<file path="src/rtl/tws_pkg.sv">
package tws_pkg;
  // Register indices; byte address is four times the index
  localparam logic [3:0] IDX_COMMON_CONFIG = 4'h0;
  localparam logic [3:0] IDX_DUAL_MODE_CONFIG = 4'h1;
  localparam logic [3:0] IDX_DEBUG_HALT_CONTROL = 4'h2;
  localparam logic [3:0] IDX_HOST_CONTROL_FIRST = 4'h3;
  localparam logic [3:0] IDX_HOST_CONTROL_SECOND = 4'h4;
  localparam logic [3:0] IDX_HOST_STATUS = 4'h5;
  localparam logic [3:0] IDX_HOST_BAUD_DIVIDER = 4'h6;
  localparam logic [3:0] IDX_HOST_TARGET_ADDRESS = 4'h7;
  localparam logic [3:0] IDX_HOST_DATA = 4'h8;
  localparam logic [3:0] IDX_CLIENT_CONTROL_FIRST = 4'h9;
  localparam logic [3:0] IDX_CLIENT_CONTROL_SECOND = 4'ha;
  localparam logic [3:0] IDX_CLIENT_STATUS = 4'hb;
  localparam logic [3:0] IDX_CLIENT_OWN_ADDRESS = 4'hc;
  localparam logic [3:0] IDX_CLIENT_DATA = 4'hd;
  localparam logic [3:0] IDX_CLIENT_ADDRESS_MASK = 4'he;
  // Field positions
  localparam int BIT_INPUT_THRESHOLD = 6;
  localparam int BIT_DATA_SETUP = 4;
  localparam int BIT_HOLD_HI = 3;
  localparam int BIT_HOLD_LO = 2;
  localparam int BIT_FAST_PLUS = 1;
  localparam int BIT_DUAL_ENABLE = 0;
  localparam int BIT_RUN_HALTED = 0;
  localparam int BIT_HOST_READ_IEN = 7;
  localparam int BIT_HOST_WRITE_IEN = 6;
  localparam int BIT_HOST_ENABLE = 0;
  localparam int BIT_CLIENT_ENABLE = 0;
  localparam int BIT_READ_DONE = 7;
  localparam int BIT_WRITE_DONE = 6;
  localparam int BIT_DATA_FLAG = 7;
  localparam int BIT_ADDR_STOP_FLAG = 6;
  // Writable bit masks and reset value
  localparam logic [7:0] MASK_COMMON = 8'h5e;
  localparam logic [7:0] MASK_DUAL = 8'h4f;
  localparam logic [7:0] MASK_DEBUG = 8'h01;
  localparam logic [7:0] MASK_HOST_CTRL2 = 8'h04;
  localparam logic [7:0] MASK_HOST_STATUS_RW = 8'h3c;
  localparam logic [7:0] MASK_CLIENT_CTRL2 = 8'h04;
  localparam logic [7:0] MASK_CLIENT_STATUS_RW = 8'h3f;
  localparam logic [7:0] RESET_REG = 8'h00;
  // Bus state codes in the host status low bits
  localparam logic [1:0] BUS_IDLE = 2'h1;
  localparam logic [1:0] BUS_BUSY = 2'h3;
  // Timing
  localparam int CLK_PERIOD_NS = 5;
  localparam int HOLD_SHORT_NS = 50;
  localparam int HOLD_NOMINAL_NS = 300;
  localparam int HOLD_LONG_NS = 500;
  localparam logic [6:0] HOLD_SHORT_CYC =
    7'((HOLD_SHORT_NS + CLK_PERIOD_NS - 1) / CLK_PERIOD_NS);
  localparam logic [6:0] HOLD_NOMINAL_CYC =
    7'((HOLD_NOMINAL_NS + CLK_PERIOD_NS - 1) / CLK_PERIOD_NS);
  localparam logic [6:0] HOLD_LONG_CYC =
    7'((HOLD_LONG_NS + CLK_PERIOD_NS - 1) / CLK_PERIOD_NS);
  localparam logic [3:0] SETUP_SHORT_CYC = 4'h4;
  localparam logic [3:0] SETUP_LONG_CYC = 4'h8;
  localparam logic [3:0] ADDR_BITS = 4'h8;
endpackage

</file>
<file path="src/rtl/tws_supervisor.sv">
// Our own choice: the APB interface to the registers.
`timescale 1ns/10ps
// Contract
// - Client irq when data or addr-stop flag set
// - Host irq when read or write done set
// - Events set matching host or client flag
// - OR conditions into one line per side
// - Bus tracking and address match run asleep
// - Stretch clock low asleep until clock ready
// - Host side halted in every sleep mode
// - Dual mode wakes only on client start
// - Debug halt stops unless run bit set
// - Halted data access starts nothing, no flags
// - Threshold bit selects standard or SMBus level
// - Setup stretch four or eight cycles
// - Hold field selects none, short, 300, 500 ns
// - Fast-plus for all, or host in dual
// - Dual hold field for client, dual only
// - Dual threshold bit for client, dual only
// - Host irq gated by enables and global enable
// - Halted without run ignores incoming events
module tws_supervisor (
  // Clock and reset
  input wire logic clk,
  input wire logic arst_n,
  // APB slave
  input wire logic psel,
  input wire logic penable,
  input wire logic pwrite,
  input wire logic [7:0] paddr,
  input wire logic [31:0] pwdata,
  output logic [31:0] prdata,
  output logic pready,
  output logic pslverr,
  // Processor and power state
  input wire logic cpu_halted,
  input wire logic global_irq_enable,
  input wire logic sleep_active,
  input wire logic main_clk_ready,
  // Events from the transfer engines
  input wire logic host_read_done_set,
  input wire logic host_write_done_set,
  input wire logic client_data_set,
  input wire logic client_addr_stop_set,
  input wire logic client_setup_start,
  // Two-wire pins, open drain
  input wire logic scl_in,
  input wire logic sda_in,
  output logic scl_out,
  output logic scl_oe,
  output logic sda_out,
  output logic sda_oe,
  // Interrupt lines and wake
  output logic host_irq,
  output logic client_irq,
  output logic wake_request,
  // Effective engine configuration
  output logic host_run,
  output logic client_run,
  output logic host_fast_plus,
  output logic client_fast_plus,
  output logic host_input_threshold,
  output logic client_input_threshold,
  output logic [6:0] host_hold_cycles,
  output logic [6:0] client_hold_cycles,
  // Data register strobes to the engines
  output logic host_data_rd_stb,
  output logic host_data_wr_stb,
  output logic client_data_rd_stb,
  output logic client_data_wr_stb
);

  // Register storage
  logic [7:0] common_config_q;
  logic [7:0] dual_mode_config_q;
  logic [7:0] debug_halt_control_q;
  logic [7:0] host_control_first_q;
  logic [7:0] host_control_second_q;
  logic [7:0] host_status_q;
  logic [7:0] host_baud_divider_q;
  logic [7:0] host_target_address_q;
  logic [7:0] host_data_q;
  logic [7:0] client_control_first_q;
  logic [7:0] client_control_second_q;
  logic [7:0] client_status_q;
  logic [7:0] client_own_address_q;
  logic [7:0] client_data_q;
  logic [7:0] client_address_mask_q;
  // Bus decode
  logic [3:0] reg_idx;
  logic mapped;
  logic wr_access;
  logic rd_access;
  logic [7:0] wbyte;
  logic [7:0] rd_mux;
  // Dual mode and debug qualifiers
  logic dual_on;
  logic run_halted;
  logic debug_stop;
  logic events_ok;
  // Pin synchronisers and edge history
  logic [1:0] scl_sync_q;
  logic [1:0] sda_sync_q;
  logic scl_prev_q;
  logic sda_prev_q;
  logic start_det;
  logic stop_det;
  logic scl_rise;
  logic bus_busy_q;
  // Address capture
  logic [7:0] addr_shift_q;
  logic [3:0] addr_cnt_q;
  logic addr_active_q;
  logic addr_match;
  logic addr_hit;
  // Clock stretch state
  logic wake_stretch_q;
  logic [3:0] setup_cnt_q;
  logic [6:0] hold_cnt_d;
  logic [6:0] hold_cli_d;
  // Word aligned decode of the fifteen byte registers
  assign reg_idx = paddr[5:2];
  assign mapped = (paddr[1:0] == 2'h0) && (paddr[7:6] == 2'h0) &&
                  (reg_idx <= tws_pkg::IDX_CLIENT_ADDRESS_MASK);
  assign wr_access = psel && penable && pwrite && mapped;
  assign rd_access = psel && penable && !pwrite && mapped;
  assign wbyte = pwdata[7:0];
  // Zero wait state slave; unmapped access answers with an error
  assign pready = 1'b1;
  assign pslverr = psel && penable && !mapped;
  // Dual mode and debug qualifiers
  assign dual_on = dual_mode_config_q[tws_pkg::BIT_DUAL_ENABLE];
  assign run_halted = debug_halt_control_q[tws_pkg::BIT_RUN_HALTED];
  assign debug_stop = cpu_halted && !run_halted;
  assign events_ok = !debug_stop;

  // Host runs only when enabled, awake and not stopped by debug
  always_ff @(posedge clk or negedge arst_n) begin
    if (!arst_n) begin
      host_run <= 1'b0;
      client_run <= 1'b0;
    end else begin
      host_run <= host_control_first_q[tws_pkg::BIT_HOST_ENABLE] &&
                  !sleep_active && !debug_stop;
      client_run <= client_control_first_q[tws_pkg::BIT_CLIENT_ENABLE] &&
                    !debug_stop;
    end
  end

  // Read multiplexer, strobe fields read as zero
  always_comb begin
    rd_mux = 8'h00;
    unique case (reg_idx)
      tws_pkg::IDX_COMMON_CONFIG: rd_mux = common_config_q;
      tws_pkg::IDX_DUAL_MODE_CONFIG: rd_mux = dual_mode_config_q;
      tws_pkg::IDX_DEBUG_HALT_CONTROL: rd_mux = debug_halt_control_q;
      tws_pkg::IDX_HOST_CONTROL_FIRST: rd_mux = host_control_first_q;
      tws_pkg::IDX_HOST_CONTROL_SECOND: rd_mux = host_control_second_q;
      tws_pkg::IDX_HOST_STATUS: begin
        rd_mux = {host_status_q[7:2],
                  bus_busy_q ? tws_pkg::BUS_BUSY : tws_pkg::BUS_IDLE};
      end
      tws_pkg::IDX_HOST_BAUD_DIVIDER: rd_mux = host_baud_divider_q;
      tws_pkg::IDX_HOST_TARGET_ADDRESS: rd_mux = host_target_address_q;
      tws_pkg::IDX_HOST_DATA: rd_mux = host_data_q;
      tws_pkg::IDX_CLIENT_CONTROL_FIRST: rd_mux = client_control_first_q;
      tws_pkg::IDX_CLIENT_CONTROL_SECOND: rd_mux = client_control_second_q;
      tws_pkg::IDX_CLIENT_STATUS: rd_mux = client_status_q;
      tws_pkg::IDX_CLIENT_OWN_ADDRESS: rd_mux = client_own_address_q;
      tws_pkg::IDX_CLIENT_DATA: rd_mux = client_data_q;
      tws_pkg::IDX_CLIENT_ADDRESS_MASK: rd_mux = client_address_mask_q;
      default: rd_mux = 8'h00;
    endcase
  end

  // Read data captured in the setup cycle, held through access
  always_ff @(posedge clk or negedge arst_n) begin
    if (!arst_n) begin
      prdata <= 32'h0000_0000;
    end else if (psel && !penable && !pwrite) begin
      prdata <= {24'h00_0000, mapped ? rd_mux : 8'h00};
    end
  end

  // Plain configuration registers
  always_ff @(posedge clk or negedge arst_n) begin
    if (!arst_n) begin
      common_config_q <= tws_pkg::RESET_REG;
      dual_mode_config_q <= tws_pkg::RESET_REG;
      debug_halt_control_q <= tws_pkg::RESET_REG;
      host_control_first_q <= tws_pkg::RESET_REG;
      host_control_second_q <= tws_pkg::RESET_REG;
      host_baud_divider_q <= tws_pkg::RESET_REG;
      host_target_address_q <= tws_pkg::RESET_REG;
      client_control_first_q <= tws_pkg::RESET_REG;
      client_control_second_q <= tws_pkg::RESET_REG;
      client_own_address_q <= tws_pkg::RESET_REG;
      client_address_mask_q <= tws_pkg::RESET_REG;
    end else if (wr_access) begin
      unique case (reg_idx)
        tws_pkg::IDX_COMMON_CONFIG:
          common_config_q <= wbyte & tws_pkg::MASK_COMMON;
        tws_pkg::IDX_DUAL_MODE_CONFIG:
          dual_mode_config_q <= wbyte & tws_pkg::MASK_DUAL;
        tws_pkg::IDX_DEBUG_HALT_CONTROL:
          debug_halt_control_q <= wbyte & tws_pkg::MASK_DEBUG;
        tws_pkg::IDX_HOST_CONTROL_FIRST: host_control_first_q <= wbyte;
        tws_pkg::IDX_HOST_CONTROL_SECOND:
          host_control_second_q <= wbyte & tws_pkg::MASK_HOST_CTRL2;
        tws_pkg::IDX_HOST_BAUD_DIVIDER: host_baud_divider_q <= wbyte;
        tws_pkg::IDX_HOST_TARGET_ADDRESS: host_target_address_q <= wbyte;
        tws_pkg::IDX_CLIENT_CONTROL_FIRST: client_control_first_q <= wbyte;
        tws_pkg::IDX_CLIENT_CONTROL_SECOND:
          client_control_second_q <= wbyte & tws_pkg::MASK_CLIENT_CTRL2;
        tws_pkg::IDX_CLIENT_OWN_ADDRESS: client_own_address_q <= wbyte;
        tws_pkg::IDX_CLIENT_ADDRESS_MASK: client_address_mask_q <= wbyte;
        default: begin
        end
      endcase
    end
  end

  // Data registers; a halted processor access only stores the byte
  always_ff @(posedge clk or negedge arst_n) begin
    if (!arst_n) begin
      host_data_q <= tws_pkg::RESET_REG;
      client_data_q <= tws_pkg::RESET_REG;
    end else if (wr_access) begin
      if (reg_idx == tws_pkg::IDX_HOST_DATA) begin
        host_data_q <= wbyte;
      end
      if (reg_idx == tws_pkg::IDX_CLIENT_DATA) begin
        client_data_q <= wbyte;
      end
    end
  end

  // Engine strobes, withheld while the processor is halted
  always_ff @(posedge clk or negedge arst_n) begin
    if (!arst_n) begin
      host_data_rd_stb <= 1'b0;
      host_data_wr_stb <= 1'b0;
      client_data_rd_stb <= 1'b0;
      client_data_wr_stb <= 1'b0;
    end else begin
      host_data_rd_stb <= rd_access && !cpu_halted &&
                          (reg_idx == tws_pkg::IDX_HOST_DATA);
      host_data_wr_stb <= wr_access && !cpu_halted &&
                          (reg_idx == tws_pkg::IDX_HOST_DATA);
      client_data_rd_stb <= rd_access && !cpu_halted &&
                            (reg_idx == tws_pkg::IDX_CLIENT_DATA);
      client_data_wr_stb <= wr_access && !cpu_halted &&
                            (reg_idx == tws_pkg::IDX_CLIENT_DATA);
    end
  end

  // Host status: done flags set by events, cleared by writing one
  always_ff @(posedge clk or negedge arst_n) begin
    if (!arst_n) begin
      host_status_q <= tws_pkg::RESET_REG;
    end else begin
      if (wr_access && (reg_idx == tws_pkg::IDX_HOST_STATUS)) begin
        // Clear by one, other writable bits stored
        host_status_q[tws_pkg::BIT_READ_DONE] <=
          host_status_q[tws_pkg::BIT_READ_DONE] &
          !wbyte[tws_pkg::BIT_READ_DONE];
        host_status_q[tws_pkg::BIT_WRITE_DONE] <=
          host_status_q[tws_pkg::BIT_WRITE_DONE] &
          !wbyte[tws_pkg::BIT_WRITE_DONE];
        host_status_q[5:0] <= wbyte[5:0] & tws_pkg::MASK_HOST_STATUS_RW[5:0];
      end
      // Set wins over a clear in the same cycle
      if (host_read_done_set && events_ok) begin
        host_status_q[tws_pkg::BIT_READ_DONE] <= 1'b1;
      end
      if (host_write_done_set && events_ok) begin
        host_status_q[tws_pkg::BIT_WRITE_DONE] <= 1'b1;
      end
    end
  end

  // Client status: data and address-stop flags, same discipline
  always_ff @(posedge clk or negedge arst_n) begin
    if (!arst_n) begin
      client_status_q <= tws_pkg::RESET_REG;
    end else begin
      if (wr_access && (reg_idx == tws_pkg::IDX_CLIENT_STATUS)) begin
        client_status_q[tws_pkg::BIT_DATA_FLAG] <=
          client_status_q[tws_pkg::BIT_DATA_FLAG] &
          !wbyte[tws_pkg::BIT_DATA_FLAG];
        client_status_q[tws_pkg::BIT_ADDR_STOP_FLAG] <=
          client_status_q[tws_pkg::BIT_ADDR_STOP_FLAG] &
          !wbyte[tws_pkg::BIT_ADDR_STOP_FLAG];
        client_status_q[5:0] <=
          wbyte[5:0] & tws_pkg::MASK_CLIENT_STATUS_RW[5:0];
      end
      if (client_data_set && events_ok) begin
        client_status_q[tws_pkg::BIT_DATA_FLAG] <= 1'b1;
      end
      if (client_addr_stop_set && events_ok) begin
        client_status_q[tws_pkg::BIT_ADDR_STOP_FLAG] <= 1'b1;
      end
    end
  end

  // Combined request lines, one per side
  always_ff @(posedge clk or negedge arst_n) begin
    if (!arst_n) begin
      host_irq <= 1'b0;
      client_irq <= 1'b0;
    end else begin
      host_irq <= global_irq_enable &&
        ((host_status_q[tws_pkg::BIT_READ_DONE] &&
          host_control_first_q[tws_pkg::BIT_HOST_READ_IEN]) ||
         (host_status_q[tws_pkg::BIT_WRITE_DONE] &&
          host_control_first_q[tws_pkg::BIT_HOST_WRITE_IEN]));
      client_irq <= client_status_q[tws_pkg::BIT_DATA_FLAG] ||
                    client_status_q[tws_pkg::BIT_ADDR_STOP_FLAG];
    end
  end

  // Two flip-flop synchronisers on the pins
  always_ff @(posedge clk or negedge arst_n) begin
    if (!arst_n) begin
      scl_sync_q <= 2'h3;
      sda_sync_q <= 2'h3;
      scl_prev_q <= 1'b1;
      sda_prev_q <= 1'b1;
    end else begin
      scl_sync_q <= {scl_sync_q[0], scl_in};
      sda_sync_q <= {sda_sync_q[0], sda_in};
      scl_prev_q <= scl_sync_q[1];
      sda_prev_q <= sda_sync_q[1];
    end
  end

  // Start, stop and clock rise from the synchronised levels
  assign start_det = scl_sync_q[1] && scl_prev_q &&
                     sda_prev_q && !sda_sync_q[1];
  assign stop_det = scl_sync_q[1] && scl_prev_q &&
                    !sda_prev_q && sda_sync_q[1];
  assign scl_rise = scl_sync_q[1] && !scl_prev_q;

  // Bus state tracking, running in every power state
  always_ff @(posedge clk or negedge arst_n) begin
    if (!arst_n) begin
      bus_busy_q <= 1'b0;
    end else if (start_det) begin
      bus_busy_q <= 1'b1;
    end else if (stop_det) begin
      bus_busy_q <= 1'b0;
    end
  end

  // Address byte capture after each start
  always_ff @(posedge clk or negedge arst_n) begin
    if (!arst_n) begin
      addr_shift_q <= 8'h00;
      addr_cnt_q <= 4'h0;
      addr_active_q <= 1'b0;
    end else if (start_det) begin
      addr_cnt_q <= 4'h0;
      addr_active_q <= 1'b1;
    end else if (stop_det) begin
      addr_active_q <= 1'b0;
    end else if (addr_active_q && scl_rise) begin
      addr_shift_q <= {addr_shift_q[6:0], sda_sync_q[1]};
      addr_cnt_q <= addr_cnt_q + 4'h1;
      if (addr_cnt_q == tws_pkg::ADDR_BITS - 4'h1) begin
        addr_active_q <= 1'b0;
      end
    end
  end

  // Own address match with mask, or general call when allowed
  assign addr_match =
    (((addr_shift_q[7:1] ^ client_own_address_q[7:1]) &
      ~client_address_mask_q[7:1]) == 7'h00) ||
    ((addr_shift_q[7:1] == 7'h00) && client_own_address_q[0]);
  assign addr_hit = addr_match && (addr_cnt_q == tws_pkg::ADDR_BITS) &&
                    !addr_active_q && bus_busy_q;

  // Wake stretch: hold clock low from address hit to clock ready
  always_ff @(posedge clk or negedge arst_n) begin
    if (!arst_n) begin
      wake_stretch_q <= 1'b0;
    end else if (main_clk_ready) begin
      wake_stretch_q <= 1'b0;
    end else if (sleep_active && addr_hit) begin
      wake_stretch_q <= 1'b1;
    end
  end

  // Wake request; dual mode wakes only on a start seen by the client
  always_ff @(posedge clk or negedge arst_n) begin
    if (!arst_n) begin
      wake_request <= 1'b0;
    end else if (!sleep_active) begin
      wake_request <= 1'b0;
    end else if (dual_on) begin
      wake_request <= wake_request || start_det;
    end else begin
      wake_request <= wake_request || addr_hit;
    end
  end

  // Data setup stretch counter, four or eight cycles
  always_ff @(posedge clk or negedge arst_n) begin
    if (!arst_n) begin
      setup_cnt_q <= 4'h0;
    end else if (client_setup_start && client_run) begin
      setup_cnt_q <= common_config_q[tws_pkg::BIT_DATA_SETUP] ?
                     tws_pkg::SETUP_LONG_CYC :
                     tws_pkg::SETUP_SHORT_CYC;
    end else if (setup_cnt_q != 4'h0) begin
      setup_cnt_q <= setup_cnt_q - 4'h1;
    end
  end

  // Open drain drive: data never pulled low, clock low while stretching
  assign scl_out = 1'b0;
  assign sda_out = 1'b0;
  assign sda_oe = 1'b0;
  assign scl_oe = wake_stretch_q || (setup_cnt_q != 4'h0);

  // Hold field to cycle count, host and client variants
  function automatic logic [6:0] hold_cycles(input logic [1:0] sel);
    logic [6:0] cyc;
    cyc = 7'h00;
    unique case (sel)
      2'h0: cyc = 7'h00;
      2'h1: cyc = tws_pkg::HOLD_SHORT_CYC;
      2'h2: cyc = tws_pkg::HOLD_NOMINAL_CYC;
      2'h3: cyc = tws_pkg::HOLD_LONG_CYC;
    endcase
    return cyc;
  endfunction
  assign hold_cnt_d = hold_cycles(
    common_config_q[tws_pkg::BIT_HOLD_HI:tws_pkg::BIT_HOLD_LO]);
  assign hold_cli_d = dual_on ? hold_cycles(
    dual_mode_config_q[tws_pkg::BIT_HOLD_HI:tws_pkg::BIT_HOLD_LO]) :
    hold_cnt_d;

  // Effective speed, threshold and hold per side
  always_ff @(posedge clk or negedge arst_n) begin
    if (!arst_n) begin
      host_fast_plus <= 1'b0;
      client_fast_plus <= 1'b0;
      host_input_threshold <= 1'b0;
      client_input_threshold <= 1'b0;
      host_hold_cycles <= 7'h00;
      client_hold_cycles <= 7'h00;
    end else begin
      host_fast_plus <= common_config_q[tws_pkg::BIT_FAST_PLUS];
      client_fast_plus <= dual_on ?
        dual_mode_config_q[tws_pkg::BIT_FAST_PLUS] :
        common_config_q[tws_pkg::BIT_FAST_PLUS];
      host_input_threshold <=
        common_config_q[tws_pkg::BIT_INPUT_THRESHOLD];
      client_input_threshold <= dual_on ?
        dual_mode_config_q[tws_pkg::BIT_INPUT_THRESHOLD] :
        common_config_q[tws_pkg::BIT_INPUT_THRESHOLD];
      host_hold_cycles <= hold_cnt_d;
      client_hold_cycles <= hold_cli_d;
    end
  end

endmodule

</file>
<file path="config.mk">
export PLATFORM = sky130hd
export DESIGN_NAME = tws_supervisor
export DESIGN_NICKNAME = d
export VERILOG_FILES = /design/src/rtl/tws_pkg.sv /design/src/rtl/tws_supervisor.sv
export SDC_FILE = /design/constraint.sdc
export NUM_CORES = 1
export LEC_CHECK = 0
export BUFFER_PORTS_ARGS = -buffer_cell sky130_fd_sc_hd__buf_2
export CAP_MARGIN = 20
export CELL_PAD_IN_SITES_DETAIL_PLACEMENT = 1
export CELL_PAD_IN_SITES_GLOBAL_PLACEMENT = 1
export CORE_ASPECT_RATIO = 1.25
export CORE_UTILIZATION = 45
export DETAILED_ROUTE_END_ITERATION = 16
export HOLD_SLACK_MARGIN = 0.02
export PLACE_DENSITY = 0.92
export SLEW_MARGIN = 20
export SYNTH_ARGS = -nofsm -noshare
export SYNTH_HDL_FRONTEND = slang
export SYNTH_SLANG_ARGS = --single-unit
</file>
<file path="constraint.sdc">
create_clock -name clk -period 1.95 [get_ports clk]
set_input_delay 0.0975 -clock clk [delete_from_list [all_inputs] [get_ports clk]]
set_output_delay 0.0975 -clock clk [all_outputs]
set_load 0.01 [all_outputs]
</file>
==> key figures <==
Status
  – Status: finished, final reports clean

Pwr
  – Share of total power in combinational logic: 12.6%
  – Clock network power share: 43.4%
  – Total power draw: 7.62 mW
  – Internal power component: 5.52 mW
  – Switching Fraction: 27.5%
  – Peak supply drop: 584 uV
  – Leakage power total: 4.27 nW
  – Net switching power of the design: 2.10 mW
  – Power density cells: 896 nW/um^2
  – Sequential power share: 44.0%

Worst setup path
  – R2R cell count: 5
  – Gate family responsible for the most delay along the worst path: buffers and inverters
  – Required time of the critical path: 2.27 ns
  – Highest fanout seen on the critical path: 3
  – Cell-by-cell trace of the critical path: dlygate4sd3_1, buf_2, or3b_1, nand2_1, o21ai_0, a2111oi_2, buf_4, a22oi_1
  – Kind of capture point of the worst setup path: flop
  – Worst Setup Start Kind: input port
  – Critical path buffers and inverters: 3
  – Setup CP Type: input port to flop
  – Cell with the biggest individual delay on the critical path: dlygate4sd3_1
  – Crit path DAT: 2.15 ns
  – Max stage delay on crit path: 0.53 ns
  – CP Depth: 8

Placed design
  – Post-detailed-placement half-perimeter wirelength: 15.1 mm
  – Total placed instance area: 7780 sq um
  – Gpl congestion: 0.872
  – Count of buffers inserted at the top-level ports: 66

Detailed routing
  – DRC violations left: 0
  – Detailed-route wire length: 22.9 mm
  – Vias per Instance: 5.80
  – First-pass detailed-route iteration total: 5
  – Final routed wire length divided by cell count: 24.2 um
  – Number of antenna-violating nets in the routed design: 0
  – Total number of vias: 5477
  – Number of DRC markers in iteration 0: 431

GRT
  – Maximum number of pins on one net before global-route repair: 54
  – GR Util All Layers: 30.0%
  – Gr ovfl total: 0
  – Number of antenna violations at the first check in global routing: 0
  – Global-route wire length before repair: 35.7 mm
  – Vias in the first global route: 5948

Cells and area
  – Net count, final: 785
  – Count of inserted antenna diode cells: 0
  – Relative area change from synthesis to final layout: 19.0%
  – Post-route cell area: 8500 sq um
  – Total of fill cells in the finished design: 1699
  – Final cell utilization of the core: 54.6%
  – Most common cell after layout, fill and taps aside: dfrtp_1
  – Share of layout cells above drive strength 1: 35.0%
  – Leading cell types in the layout, fill and taps excluded: dfrtp_1, mux2_2, nand2_1

Synth
  – Number of flip-flops and latches in the synthesized netlist: 147
  – Part of the Yosys area used for sequential elements: 51.6%
  – Number of instances in the synthesized netlist: 618
  – Library cell occupying the most area in the post-synthesis netlist: dfrtp_1
  – Cell types occupying the most area after synthesis: dfrtp_1, mux2_2, nand2_1, buf_4, mux2i_1
  – Share of Yosys cell area claimed by the top area cell type: 49.4%
  – Share of flip-flops with an asynchronous set or reset after synthesis: 100%
  – Average size of a mapped cell: 11.6 sq um
  – Yosys warns: 0
  – Count of different cell masters after synthesis: 56
  – Cell area after synthesis: 7140 sq um
  – Post-synth EDFFs: 0
  – Main synth FF type: dfrtp_1

Min path
  – Type of the tightest min-delay check: input port to flop
  – WHS Path Cells: 3

Clock network
  – Number of sinks on the clock net: 147
  – H-Tree Depth: 4
  – Root Buffer Master: clkbuf_16
  – Register clock-pin slew on the reported worst setup and hold paths: 0.06 ns
  – Inserted Clock Buffers: 17
  – Clock latency of the later-clocked register in the worst-skew pair: 0.44 ns
  – Clock Tree Buf Depth: 2
  – Clock tree from TritonCTS: yes

Timing
  – Final sum of negative setup slack: 0 ns
  – Worst Max-Slew Pin Slew: 0.647 ns
  – Final Cycle Share: 93.8%
  – Clock skew: 0.0104 ns
  – Final setup violation count: 0
  – Normalized max-slew margin: 56.8%
  – Max Clk Rate: 547 MHz
  – Final hold viol count: 0
  – Tmin final: 1.83 ns
  – Unrepaired setup endpoints after global routing: no
  – Pins over their slew limit: 0

Job
  – Max-cap violations: 0

Floorplanning
  – Boundary Pins: 121
  – Floorplan die area: 16400 sq um
  – Area of the placeable core: 15600 sq um
  – Initial core utilization: 45.9%
  – Cell Rows: 51
  – Horizontal die dimension: 115 um
  – Die Y-Extent: 143 um
## synthesized netlist by cell type (4+ instances only)
master and instances:
o21ai_0 23, ha_1 10, o211ai_1 5, a31oi_1 4
mux2i_1 21, and3_1 10, dfrtp_1 141, nand3b_1 5
nor4_1 4, nand2_1 68, inv_1 16, nor2b_1 9
a22oi_1 4, buf_2 14, o22ai_1 7, xnor2_1 8
a21oi_1 19, nor2_1 14, mux2_2 96, or2_2 4
nor3_1 4, dfstp_2 6, clkbuf_1 14, buf_4 33
a22o_1 5, nand3_1 17, nand2b_1 5
## power groups by stage
stage,Sequential (mW),Combinational (mW),Clock [mW]
2_1_floorplan,3.37,0.598,0
4_1_cts,3.36,0.939,3.32
3_5_place_dp,3.41,0.906,0
5_1_grt,3.38,1.05,3.46
6_report,3.35,0.959,3.31
3_3_place_gp,3.39,0.825,0
## per-stage QoR
stage / hold WS (ns) / std cells / setup WS, ns
after floorplan: -0.198 / 646 / 0.334
after global placement: 0.0133 / 899 / 0.0809
after detailed placement: 0.0145 / 899 / 0.0707
after CTS: 0.0450 / 944 / 0.103
after global routing: 0.0680 / 944 / 0.0411
final: 0.0679 / 944 / 0.121
## cells by family (layout without fill, tap and decap cells)
kind of cell               after synthesis  after routing  share of synthesized area (%)
AOI/OAI and AO/OA                       83             83                           7.37
xor gates and xnor gates                 9              9                           1.10
adders and majority gates               10             10                           1.75
buffers and inverters                   81            167                           6.44
DFF                                    147            147                           51.6
muxes                                  117            117                           18.1
other                                    2             30                          0.105
and+or+nand+nor                        169            169                           13.6
## worst paths after layout
check,start,end,slack (ns)
min reg2reg,sda_sync_q[0],sda_sync_q[1],0.36
max in group asynchronous,arst_n,host_target_address_q[7],1.17
max,pwrite,prdata[3],0.12
min in group asynchronous,arst_n,host_status_q[7],0.13
max reg2reg,client_own_address_q[2],wake_request,0.14
min,paddr[2],prdata[3],0.07
## sequential cells by signal, summed over array words and instances, names as in the netlist, 8 cells and up
name / cells
host_baud_divider_q: 8
host_control_first_q: 8
host_target_address_q: 8
client_own_address_q: 8
client_control_first_q: 8
client_data_q: 8
addr_shift_q: 8
client_address_mask_q: 8
prdata: 8
host_data_q: 8
client_status_q: 8
## per-layer routing
layer / global-route usage (%) / part of all wire [%]
met4: 18.5 / 6.4
met3: 6.32 / 5.7
met5: 0 / 0
met1: 33.3 / 36
met2: 52.5 / 52
## area by class of cell
class	count	area, sq um	share of cell area (%)
sequential	147	3690	43.4
inverter	16	60.1	0.707
tap	212	265	3.12
clock buffer	20	457	5.37
timing repair buffer	119	792	9.32
multi-input combinational	418	3110	36.6
clock inverter	12	131	1.55
## worst min-delay path: cells and delay by family
family,cells,cell delay [ns]
buffers and inverters,1,0.18
and+or+nand+nor,1,0.11
AOI/OAI and AO/OA,1,0.07
## repair_timing
item | 4_1_cts | 5_1_grt
setup endpoints to repair | 0 | 1
hold buffers | 13 | 0
hold endpoints to repair | 158 | 0
setup buffers | 0 | 0
gates resized for setup | 0 | 2
(Power assumes the default switching activity.)
